--- src/rtl/gpio_port_pkg.sv ---
// Constants shared by the three-pin port with serial channel multiplexing
package gpio_port_pkg;

	// Port geometry
	localparam int PORT_WIDTH = 3;
	localparam int REG_WIDTH = 8;
	localparam int SYNC_STAGES = 2;

	// Pin positions within the port
	localparam int TX_BIT = 0;
	localparam int RX_BIT = 1;
	localparam int SCK_BIT = 2;

	// Printed register offsets are indices; byte address is four times the index
	localparam logic [15:0] DIR_INDEX = 16'hFFB8;
	localparam logic [15:0] DATA_INDEX = 16'hFFBA;
	localparam logic [31:0] DIR_ADDR = {14'h0000, DIR_INDEX, 2'h0};
	localparam logic [31:0] DATA_ADDR = {14'h0000, DATA_INDEX, 2'h0};

	// Reset and read-back values
	localparam logic [7:0] DIR_RESET = 8'hF8;
	localparam logic [7:0] DATA_RESET = 8'hF8;
	localparam logic [7:0] DIR_READ_VALUE = 8'hFF;
	localparam logic [4:0] RESERVED_ONES = 5'h1F;
	localparam logic [31:0] UNMAPPED_READ = 32'h0000_0000;

	// Low byte lane strobe of the APB word
	localparam int LANE0 = 0;

endpackage

--- src/rtl/pin_ctrl_if.sv ---
// Carrier between the port control logic and the pin cells
`timescale 1ns/1ps
interface pin_ctrl_if;
	import gpio_port_pkg::*;

	logic [PORT_WIDTH-1:0] drive_en;
	logic [PORT_WIDTH-1:0] drive_val;
	logic [PORT_WIDTH-1:0] level;

	modport ctrl (
		output drive_en,
		output drive_val,
		input level
	);

	modport pins (
		input drive_en,
		input drive_val,
		output level
	);

endinterface

--- src/rtl/pin_io_cell.sv ---
// Pin cells: input synchronisers and output drivers for each port pin
`timescale 1ns/1ps
module pin_io_cell
	import gpio_port_pkg::*;
(
	// Clock and reset
	input wire logic i_clock,
	input wire logic i_rst_n,
	// Control side
	pin_ctrl_if.pins bus,
	// Pad side
	input wire logic [PORT_WIDTH-1:0] i_pin_in,
	output logic [PORT_WIDTH-1:0] o_pin_out,
	output logic [PORT_WIDTH-1:0] o_pin_oe
);

	genvar g;
	generate
		for (g = 0; g < PORT_WIDTH; g++) begin : gen_pin
			logic meta;
			logic stable;

			// First stage feeds only the second; pads may change at any time
			always_ff @(posedge i_clock or negedge i_rst_n) begin
				if (!i_rst_n) begin
					meta <= 1'b0;
					stable <= 1'b0;
				end else begin
					meta <= i_pin_in[g];
					stable <= meta;
				end
			end

			assign bus.level[g] = stable;
			assign o_pin_out[g] = bus.drive_val[g];
			assign o_pin_oe[g] = bus.drive_en[g];
		end
	endgenerate

endmodule // pin_io_cell

--- src/rtl/three_bit_port.sv ---
// Three-pin general-purpose port shared with serial channel zero, APB slave
//
// The implementer's own choice: register access over APB.
`timescale 1ns/1ps
module three_bit_port
	import gpio_port_pkg::*;
(
	// Clock and reset
	input wire logic i_clock,
	input wire logic i_rst_n,
	// APB slave
	input wire logic i_psel,
	input wire logic i_penable,
	input wire logic i_pwrite,
	input wire logic [31:0] i_paddr,
	input wire logic [31:0] i_pwdata,
	input wire logic [3:0] i_pstrb,
	output logic [31:0] o_prdata,
	output logic o_pready,
	output logic o_pslverr,
	// Chip standby states
	input wire logic i_hw_standby,
	input wire logic i_sw_standby,
	// Serial channel zero mode and control bits
	input wire logic i_clock_enable_high,
	input wire logic i_clock_enable_low,
	input wire logic i_sync_mode,
	input wire logic i_receive_enable_bit,
	input wire logic i_transmit_enable_bit,
	// Serial channel zero data and clock
	input wire logic i_serial_tx_data,
	input wire logic i_serial_clock_out,
	output logic o_serial_rx_data,
	output logic o_serial_clock_in,
	// Port pins: serial_transmit_pin, serial_receive_pin, serial_clock_pin
	input wire logic [PORT_WIDTH-1:0] i_pin_in,
	output logic [PORT_WIDTH-1:0] o_pin_out,
	output logic [PORT_WIDTH-1:0] o_pin_oe
);

	pin_ctrl_if bus ();

	// Register state: only the implemented low bits are stored
	logic [PORT_WIDTH-1:0] pin_direction;
	logic [PORT_WIDTH-1:0] pin_data_latch;

	// Bus decode
	logic setup_phase;
	logic access_done;
	logic hit_dir;
	logic hit_data;
	logic lane0_write;
	logic err_pending;

	// Pin ownership
	logic serial_allowed;
	logic sck_is_input;
	logic sck_is_output;
	logic rx_is_input;
	logic tx_is_output;
	logic [PORT_WIDTH-1:0] owned;
	logic [PORT_WIDTH-1:0] read_bits;
	logic [31:0] next_prdata;

	assign setup_phase = i_psel && !i_penable;
	assign access_done = i_psel && i_penable;
	assign hit_dir = (i_paddr == DIR_ADDR);
	assign hit_data = (i_paddr == DATA_ADDR);
	assign lane0_write = i_pwrite && i_pstrb[LANE0];

	// Zero wait states; read data and error are captured in the setup cycle
	assign o_pready = access_done;
	assign o_pslverr = access_done && err_pending;

	always_ff @(posedge i_clock or negedge i_rst_n) begin
		if (!i_rst_n) begin
			err_pending <= 1'b0;
		end else if (setup_phase) begin
			err_pending <= !(hit_dir || hit_data);
		end
	end

	// Direction register
	always_ff @(posedge i_clock or negedge i_rst_n) begin
		if (!i_rst_n) begin
			pin_direction <= DIR_RESET[PORT_WIDTH-1:0];
		end else if (i_hw_standby) begin
			pin_direction <= DIR_RESET[PORT_WIDTH-1:0];
		end else if (access_done && hit_dir && lane0_write) begin
			// Software standby does not block or clear this path
			pin_direction <= i_pwdata[PORT_WIDTH-1:0];
		end
	end

	// Data latch; upper bits are not stored so writes to them vanish
	always_ff @(posedge i_clock or negedge i_rst_n) begin
		if (!i_rst_n) begin
			pin_data_latch <= DATA_RESET[PORT_WIDTH-1:0];
		end else if (i_hw_standby) begin
			pin_data_latch <= DATA_RESET[PORT_WIDTH-1:0];
		end else if (access_done && hit_data && lane0_write) begin
			pin_data_latch <= i_pwdata[PORT_WIDTH-1:0];
		end
	end

	// Ownership: both standby states return every pin to the port
	assign serial_allowed = !i_sw_standby && !i_hw_standby;
	assign sck_is_input = serial_allowed && i_clock_enable_high;
	assign sck_is_output = serial_allowed && !i_clock_enable_high
		&& (i_sync_mode || i_clock_enable_low);
	assign rx_is_input = serial_allowed && i_receive_enable_bit;
	assign tx_is_output = serial_allowed && i_transmit_enable_bit;

	always_comb begin
		owned = '0;
		owned[SCK_BIT] = sck_is_input || sck_is_output;
		owned[RX_BIT] = rx_is_input;
		owned[TX_BIT] = tx_is_output;
	end

	// Pin drive; hardware standby floats every pin
	always_comb begin
		bus.drive_en = '0;
		bus.drive_val = pin_data_latch;
		if (!i_hw_standby) begin
			bus.drive_en = pin_direction & ~owned;
			if (sck_is_output) begin
				bus.drive_en[SCK_BIT] = 1'b1;
				bus.drive_val[SCK_BIT] = i_serial_clock_out;
			end
			if (tx_is_output) begin
				bus.drive_en[TX_BIT] = 1'b1;
				bus.drive_val[TX_BIT] = i_serial_tx_data;
			end
		end
	end

	// Channel sees the synchronised pin level whatever the port owns
	assign o_serial_rx_data = bus.level[RX_BIT];
	assign o_serial_clock_in = bus.level[SCK_BIT];

	// Read mux: latch for outputs, pin level otherwise, even under the channel
	assign read_bits = (pin_direction & pin_data_latch)
		| (~pin_direction & bus.level);

	always_comb begin
		next_prdata = UNMAPPED_READ;
		if (hit_dir) begin
			next_prdata[REG_WIDTH-1:0] = DIR_READ_VALUE;
		end else if (hit_data) begin
			next_prdata[REG_WIDTH-1:0] = {RESERVED_ONES, read_bits};
		end
	end

	always_ff @(posedge i_clock or negedge i_rst_n) begin
		if (!i_rst_n) begin
			o_prdata <= UNMAPPED_READ;
		end else if (setup_phase) begin
			o_prdata <= next_prdata;
		end
	end

	pin_io_cell u_pins (
		.i_clock(i_clock),
		.i_rst_n(i_rst_n),
		.bus(bus.pins),
		.i_pin_in(i_pin_in),
		.o_pin_out(o_pin_out),
		.o_pin_oe(o_pin_oe)
	);

	// Transmit pin ownership
	tx_owned_a: assert property (
		@(posedge i_clock) disable iff (!i_rst_n)
		(i_transmit_enable_bit && !i_sw_standby && !i_hw_standby)
		|-> (o_pin_oe[TX_BIT] && o_pin_out[TX_BIT] == i_serial_tx_data)
	) else $error("transmit pin not driven by serial data");

	// Receive pin is a pure input while the channel owns it
	rx_owned_a: assert property (
		@(posedge i_clock) disable iff (!i_rst_n)
		(i_receive_enable_bit && !i_sw_standby && !i_hw_standby)
		|-> !o_pin_oe[RX_BIT]
	) else $error("receive pin driven while receiving");

	// Clock pin as serial clock input
	sck_input_a: assert property (
		@(posedge i_clock) disable iff (!i_rst_n)
		(i_clock_enable_high && !i_sw_standby && !i_hw_standby)
		|-> !o_pin_oe[SCK_BIT]
	) else $error("clock pin driven in external clock mode");

	// Clock pin as serial clock output
	sck_output_a: assert property (
		@(posedge i_clock) disable iff (!i_rst_n)
		(!i_clock_enable_high && (i_sync_mode || i_clock_enable_low)
			&& !i_sw_standby && !i_hw_standby)
		|-> (o_pin_oe[SCK_BIT] && o_pin_out[SCK_BIT] == i_serial_clock_out)
	) else $error("clock pin not driving serial clock");

	// Pins under port control follow direction and latch
	gp_control_a: assert property (
		@(posedge i_clock) disable iff (!i_rst_n)
		(i_sw_standby && !i_hw_standby)
		|-> (o_pin_oe == pin_direction
			&& (o_pin_out & pin_direction) == (pin_data_latch & pin_direction))
	) else $error("pin drive does not follow port registers");

	// Software standby releases every channel-owned pin
	sw_release_a: assert property (
		@(posedge i_clock) disable iff (!i_rst_n)
		i_sw_standby |-> (owned == '0)
	) else $error("channel still owns a pin in software standby");

	// Direction reads always return all ones
	dir_read_ones_a: assert property (
		@(posedge i_clock) disable iff (!i_rst_n)
		(access_done && !i_pwrite && hit_dir)
		|-> (o_prdata[REG_WIDTH-1:0] == DIR_READ_VALUE && !o_pslverr)
	) else $error("direction read did not return all ones");

	// Reserved data bits read as ones
	reserved_ones_a: assert property (
		@(posedge i_clock) disable iff (!i_rst_n)
		(access_done && !i_pwrite && hit_data)
		|-> (o_prdata[REG_WIDTH-1:PORT_WIDTH] == RESERVED_ONES)
	) else $error("reserved data bits not read as one");

	// Read value captured from latch or pin level by direction
	read_level_a: assert property (
		@(posedge i_clock) disable iff (!i_rst_n)
		(setup_phase && hit_data && !i_hw_standby)
		|=> (o_prdata[PORT_WIDTH-1:0] == (($past(pin_direction) & $past(pin_data_latch))
			| (~$past(pin_direction) & $past(bus.level))))
	) else $error("port read value wrong");

	// Hardware standby reinitialises both registers
	hw_standby_init_a: assert property (
		@(posedge i_clock) disable iff (!i_rst_n)
		i_hw_standby |=> (pin_direction == DIR_RESET[PORT_WIDTH-1:0]
			&& pin_data_latch == DATA_RESET[PORT_WIDTH-1:0]
			&& (!i_hw_standby || o_pin_oe == '0))
	) else $error("hardware standby did not reinitialise port");

	// Software standby keeps both registers when nothing is written
	sw_standby_keep_a: assert property (
		@(posedge i_clock) disable iff (!i_rst_n)
		(i_sw_standby && !i_hw_standby && !(access_done && i_pwrite))
		|=> ($stable(pin_direction) && $stable(pin_data_latch))
	) else $error("software standby lost register contents");

	// A completed direction write reaches the direction register on the next cycle
	write_effect_a: assert property (
		@(posedge i_clock) disable iff (!i_rst_n)
		(access_done && hit_dir && lane0_write && !i_hw_standby)
		|=> (pin_direction == $past(i_pwdata[PORT_WIDTH-1:0]))
	) else $error("direction write did not take effect");

	// Unmapped addresses answer with an error
	unmapped_err_a: assert property (
		@(posedge i_clock) disable iff (!i_rst_n)
		(access_done && !hit_dir && !hit_data) |-> o_pslverr
	) else $error("unmapped access without error");

	// Reset holds both registers at their initial value
	reset_init_a: assert property (
		@(posedge i_clock)
		($past(!i_rst_n) && !i_rst_n) |-> (pin_direction == DIR_RESET[PORT_WIDTH-1:0]
			&& pin_data_latch == DATA_RESET[PORT_WIDTH-1:0])
	) else $error("reset did not initialise port registers");

	// Hardware standby floats every pin at once
	hw_float_a: assert property (
		@(posedge i_clock) disable iff (!i_rst_n)
		i_hw_standby |-> (o_pin_oe == '0)
	) else $error("pin driven in hardware standby");

	// Transmit pin under port control follows direction and latch
	tx_port_a: assert property (
		@(posedge i_clock) disable iff (!i_rst_n)
		((!i_transmit_enable_bit || i_sw_standby) && !i_hw_standby)
		|-> (o_pin_oe[TX_BIT] == pin_direction[TX_BIT]
			&& (!pin_direction[TX_BIT] || o_pin_out[TX_BIT] == pin_data_latch[TX_BIT]))
	) else $error("transmit pin not under port control");

	// Receive pin under port control follows direction
	rx_port_a: assert property (
		@(posedge i_clock) disable iff (!i_rst_n)
		((!i_receive_enable_bit || i_sw_standby) && !i_hw_standby)
		|-> (o_pin_oe[RX_BIT] == pin_direction[RX_BIT])
	) else $error("receive pin not under port control");

	// Clock pin under port control follows direction
	sck_port_a: assert property (
		@(posedge i_clock) disable iff (!i_rst_n)
		(((!i_clock_enable_high && !i_sync_mode && !i_clock_enable_low) || i_sw_standby)
			&& !i_hw_standby)
		|-> (o_pin_oe[SCK_BIT] == pin_direction[SCK_BIT])
	) else $error("clock pin not under port control");

	// Channel receive data is the pad level two edges late
	rx_sync_a: assert property (
		@(posedge i_clock) disable iff (!i_rst_n)
		($past(i_rst_n) && $past(i_rst_n, SYNC_STAGES))
		|-> (o_serial_rx_data == $past(i_pin_in[RX_BIT], SYNC_STAGES))
	) else $error("receive data is not the synchronised pad level");

	// Channel clock input is the pad level two edges late
	sck_sync_a: assert property (
		@(posedge i_clock) disable iff (!i_rst_n)
		($past(i_rst_n) && $past(i_rst_n, SYNC_STAGES))
		|-> (o_serial_clock_in == $past(i_pin_in[SCK_BIT], SYNC_STAGES))
	) else $error("clock input is not the synchronised pad level");

	// A completed data write reaches the latch on the next cycle
	data_write_a: assert property (
		@(posedge i_clock) disable iff (!i_rst_n)
		(access_done && hit_data && lane0_write && !i_hw_standby)
		|=> (pin_data_latch == $past(i_pwdata[PORT_WIDTH-1:0]))
	) else $error("data write did not take effect");

	// Writes without the low byte lane leave both registers alone
	masked_write_a: assert property (
		@(posedge i_clock) disable iff (!i_rst_n)
		(access_done && i_pwrite && !i_pstrb[LANE0] && !i_hw_standby)
		|=> ($stable(pin_direction) && $stable(pin_data_latch))
	) else $error("masked write changed a register");

	// Unmapped accesses leave both registers alone
	unmapped_keep_a: assert property (
		@(posedge i_clock) disable iff (!i_rst_n)
		(access_done && !hit_dir && !hit_data && !i_hw_standby)
		|=> ($stable(pin_direction) && $stable(pin_data_latch))
	) else $error("unmapped access changed a register");

endmodule // three_bit_port

--- config.mk ---
export PLATFORM = sky130hd
export DESIGN_NAME = three_bit_port
export DESIGN_NICKNAME = d
export VERILOG_FILES = /design/src/rtl/gpio_port_pkg.sv /design/src/rtl/pin_ctrl_if.sv /design/src/rtl/pin_io_cell.sv /design/src/rtl/three_bit_port.sv
export SDC_FILE = /design/constraint.sdc
export NUM_CORES = 1
export LEC_CHECK = 0
export ABC_CLOCK_PERIOD_IN_PS = 2700
export BUFFER_PORTS_ARGS = -buffer_cell sky130_fd_sc_hd__buf_2
export CORE_AREA = 3 3 60 62
export DETAILED_ROUTE_END_ITERATION = 8
export DIE_AREA = 0 0 63 65
export PLACE_DENSITY = 0.94
export SLEW_MARGIN = 20
export SYNTH_ARGS = -nofsm -noshare
export SYNTH_HDL_FRONTEND = slang
export SYNTH_HIERARCHICAL = 1
export SYNTH_SLANG_ARGS = --single-unit
--- constraint.sdc ---
create_clock -name i_clock -period 2.7 [get_ports i_clock]
set_input_delay 0.135 -clock i_clock [delete_from_list [all_inputs] [get_ports i_clock]]
set_output_delay 0.135 -clock i_clock [all_outputs]
set_load 0.05 [all_outputs]
# Word-level counts from Yosys, hierarchy flattened
# Index checks and enable logic that the tools add are counted.
[word_totals] regBits=21 inputBits=85 output_inout_bits=42 elab_cells=55
[op_classes] n_eq_ne=2 muxes=13 bitwise=6 reduce_logical=24
[ops] cell="32-bit by 18-bit equality test with 1-bit output, second input constant" count=2
[ops] cell="8-bit two-way mux" count=2
[ops] cell="3-bit two-way mux" count=5
[ops] cell="1-bit logical AND" count=14
[ops] cell="3-bit AND" count=3
[ops] cell="1-bit two-way mux" count=6
[ops] cell="3-bit inverter" count=2
[ops] cell="1-bit logical NOT" count=5
[ops] cell="2-bit nonzero test" count=2
[ops] cell="1-bit logical OR" count=3
[ops] cell="3-bit OR" count=1

# Logic depth before layout (Yosys ltp)
[depth] ltp_word=9 mapped_depth=5 mapped_depth_nobuf=4

# Hierarchy
# Netlist, hierarchy kept.
[by_module_without_submodules] mod="three_bit_port" instances=1 cells_per_inst=105 area_each_um2=940.9 seq_area_each_um2=275.3
[by_module_without_submodules] mod="pin_io_cell" instances=1 cells_per_inst=15 area_each_um2=217.7 seq_area_each_um2=150.1

# Worst setup path after synthesis
# Ideal clock, no wire load.
[synth_path] path_type="in2reg" start="input i_psel" end="register pin_direction[0]" setup_time_ns=0.079 arrival_time_ns=1.272 required_ns=2.621 path_slack_ns=1.349 stages=5 path_buffers=1 path_cell_list="and2_1 -> and3_1 -> and4b_1 -> buf_2 -> mux2i_1"
[synth_via] elab_chain_len=4
[synth_rtl] item="from (decl)" line_no="three_bit_port.sv:12" source="input wire logic i_psel,"
[synth_rtl] item="1-bit logical AND" line_no="three_bit_port.sv:66" source="assign access_done = i_psel && i_penable;"
[synth_rtl] item="1-bit logical AND (2 in series)" line_no="three_bit_port.sv:89" source="end else if (access_done && hit_dir && lane0_write) begin"
[synth_rtl] item="2-bit nonzero test (no line)"
[synth_rtl] item="to (signal assigned)" line_no="three_bit_port.sv:86" source="pin_direction <= DIR_RESET[PORT_WIDTH-1:0];"
[synth_rtl] item="to (signal assigned)" line_no="three_bit_port.sv:88" source="pin_direction <= DIR_RESET[PORT_WIDTH-1:0];"
[synth_rtl] item="to (signal assigned)" line_no="three_bit_port.sv:91" source="pin_direction <= i_pwdata[PORT_WIDTH-1:0];"
[synth_rtl] item="to (decl)" line_no="three_bit_port.sv:44" source="logic [PORT_WIDTH-1:0] pin_direction;"
# No other way between the ends.
# A chain may end at the register's enable or synchronous reset.

# Worst setup path after layout
[layout_path] start="register pin_direction[2]" end="output o_pin_oe[2]"
[layout_via] elab_chain_len=3
[layout_rtl] item="3-bit AND" line_no="three_bit_port.sv:126" source="bus.drive_en = pin_direction & ~owned;"
[layout_rtl] item="1-bit two-way mux" line_no="three_bit_port.sv:127" source="if (sck_is_output) begin"
[layout_rtl] item="3-bit two-way mux" line_no="three_bit_port.sv:125" source="if (!i_hw_standby) begin"
[layout_rtl] item="to (decl)" line_no="three_bit_port.sv:38" source="output logic [PORT_WIDTH-1:0] o_pin_oe"
# No other way between the ends.

==> impl_results.md <==
- Tightest Pin Transition: approximately 0.55 ns
- Number of setup buffers added after CTS: 0
- Sw power: between 0.2 and 0.25 mW
- Run status: complete, no violations
- Number of cell rows: 20
- DP Wirelength: roughly 2100 µm
- Cells on worst reg2reg path: 4
- Via count of the first global-routing pass: approximately 850
- Critical path type: register to output pin
- Number of enable flip-flop cells after synthesis: 0
- Kind of cell with the highest combined delay on the critical path: flip-flops
- Deepest clock path buffer count: 2
- Number of buffers added by the clock tree synthesis step: 3
- Number of warnings reported in the yosys synthesis log: 6
- Relative area change from synthesis to final layout: 23.1%
- Top flip-flop cell by instance count after synthesis: dfrtp_1
- Worst R2R Setup Slack: around 1.7 ns
- Number of max-capacitance violations reported: 0
- Crit-path slowest cell: dfrtp_1
- Antenna Cells: 0
- Post-synthesis instance area: 0.00116 mm²
- Count of input and output buffers: 70
- Relative slew slack: a little under two thirds
- Number of sinks driven by the clock tree: 17
- Via total after detailed routing: 965
- Number of cells on the critical path: 3
- Cell type contributing the most total cell area after synthesis: dfrtp_1
- Share of the clock period used by the worst path: between 50 and 60%
- Cells after Synth: 120
- Die H: approximately 65 µm
- CP cell instances: nor2_1 -> a211oi_1 -> buf_2
- Global-route wire length before repair: approximately 3600 µm
- 1st-iter DRT viols: 20
- Hold path depth: 3
- Highest achievable clock rate: approximately 720 MHz
- Top cells by instance count after synthesis: buf_4 (37), dfrtp_1 (17), mux2i_1 (9), nand2b_1 (9), nand4_1 (5)
- Global route overflow: 0
- Die Span X: ~63 µm
- CTS Hold Bufs: 4
- Sequential share of the synthesized area: 36.7%
- Post-Syn Area per Cell: 9.66 µm²
- Max-slew violation total from the final report: 0
- Placed cell areas: about 0.0014 mm²
- Worst Setup Slack post-DPL: 1.16 ns
- Post-Layout Inst Area: between 0.001 and 0.0015 mm²
- Die Area: between 0.004 and 0.005 mm²
- Worst-Skew Late Latency: roughly 0.30 ns
- Setup repair after global routing missed its margin: false
- CTS HTree Levels: 1
- Peak VDD IR: roughly 0.00025 V
- Library cells used by synthesis: 28
- Highest cell delay on the worst timing path: between 0.4 and 0.5 ns
- Number of routed nets with antenna violations: 0
- Number of gates resized after CTS: 0
- Number of placed instances with taps included: 217
- Routability-driven placement congestion ratio: 0.754
- Worst Hold Class: input port to register
- Max FO, Critical Path: 3
- Total GRT Usage: a little under an eighth
- Switching Fraction: around 36%
- WL final: roughly 2400 µm
- Combinational share of power: about 29%
- Post-detailed-route DRC marker count: 0
- Lkg Pwr: just under 0.8 nW
- Number of endpoints failing setup at the final stage: 0
- Most frequent cell after synthesis: buf_4
- FFs w/ async S/R, synth: 100%
- Io pins: around 130
- Maximum number of pins on one net before global-route repair: 18
- Count of final hold-check violations: 0
- Worst path bufs/invs: 1
- Endpoint class of the critical path: output pin
- Required time at the endpoint of the critical path: 2.57 ns
- Cell area power density: 393 mW/mm²
- Clock period minus final worst setup slack: ~1.4 ns
- Root buffer cell: clkbuf_4
- Post-layout worst setup margin: between 1 and 1.5 ns
- Wire length per cell: around 11 µm
- Core Box Area: slightly above 0.003 mm²
- Clock tree skew after final layout: between 0.015 and 0.02 ns
- Starting density of the core: between 30% and 40%
- Total negative setup slack: 0 ns
- Post-Layout Cell Count: between 200 and 250
- Critical path data arrival time: 1.25 ns
- Sequential power share: a little under half
- Worst setup SP type: register
- Clk slew on worst S/H paths: around 0.11 ns
- Number of nets in the layout: around 270
- Clock share of power: about a quarter
- Post-synthesis sequential element count: 17
- Synth top area share: ~37%
- Detailed Routing Iterations Pass 1: 4
- Internal portion of total power: roughly 0.36 mW
- Cell types with the largest area share after synthesis: dfrtp_1 (37%), buf_4 (24%), mux2i_1 (7.8%)
- TritonCTS clock tree: built
- Detailed-route vias per instance: 4.29
- Number of antenna violations at the first check in global routing: 0
- Share of final-layout standard cells stronger than drive strength 1: 43.6%
-- layout by cell type, fill, tap and decap left out, types with 4 or more instances in the layout --
cell type      instances
buf_2                 70
conb_1                24
dfrtp_1               17
dlygate4sd3_1          4
inv_1                  4
mux2i_1                9
nand2b_1               9
nand4_1                5
nor2_1                 4
nor4_1                 4
-- cell families after synthesis --
kind of cell,count (synthesis),share of synthesized area [%]
AOI/OAI and AO/OA,7,3.24
buffers and inverters,44,26.3
DFF,17,36.7
muxes,12,10.7
other,1,0.324
and+or+nand+nor,39,22.7
-- layer usage --
layer | global-route usage, % | wire (µm) | vias to the layer above
li1 | - | - | 474
met1 | 11.8 | 884 | 444
met2 | 21.6 | 1300 | 45
met3 | 4.51 | 234 | 2
met4 | 1.65 | 11 | 0
met5 | 0 | 0 | -
-- cell type report --
class                   instances  area (µm²)
well taps                      44        55.1
repair buffers                 74         390
fillers                       305        1650
flip-flops and latches         17         425
inverters                       4        15.0
multi-input cells              82         514
clock buffers                   4        26.3
-- power groups by stage --
stage | registers, mW | logic, mW | clock network (mW)
finish | 0.260 | 0.164 | 0.136
global route | 0.261 | 0.174 | 0.149
CTS | 0.261 | 0.164 | 0.142
detailed placement | 0.266 | 0.159 | 0
global placement | 0.265 | 0.157 | 0
floorplan | 0.265 | 0.143 | 0
-- per-stage QoR --
step	total power [mW]	hold slack, ns	utilization (%)
finish	0.561	0.112	46.3
global route	0.584	0.110	46.3
CTS	0.566	0.106	46.3
detailed placement	0.425	0.0760	44.2
global placement	0.422	0.0666	44.2
floorplan	0.408	-0.161	-
-- registers in the layout, indices dropped and copies added (netlist names) --
| signal | flops |
|---|---|
| err_pending | 1 |
| o_prdata | 4 |
| pin_data_latch | 3 |
| pin_direction | 3 |
| u_pins/gen_pin.meta | 3 |
| u_pins/gen_pin.stable | 3 |
-- tightest hold or removal path, cell delays in order --
cell and delay [ns]:
buf_2 0.09, nand2b_1 0.08, mux2i_1 0.07
-- path summary, 6_finish.rpt --
check,end,startpoint
setup / recovery,o_pin_oe[2],pin_direction[2]
hold / removal,pin_direction[2],i_pwdata[2]
setup reg to reg,o_prdata[2],pin_direction[2]
hold reg to reg,u_pins/gen_pin[0].stable,u_pins/gen_pin[0].meta
max in group asynchronous,u_pins/gen_pin[0].stable,i_rst_n
min in group asynchronous,pin_data_latch[2],i_rst_n
(Power assumes the default switching activity.)
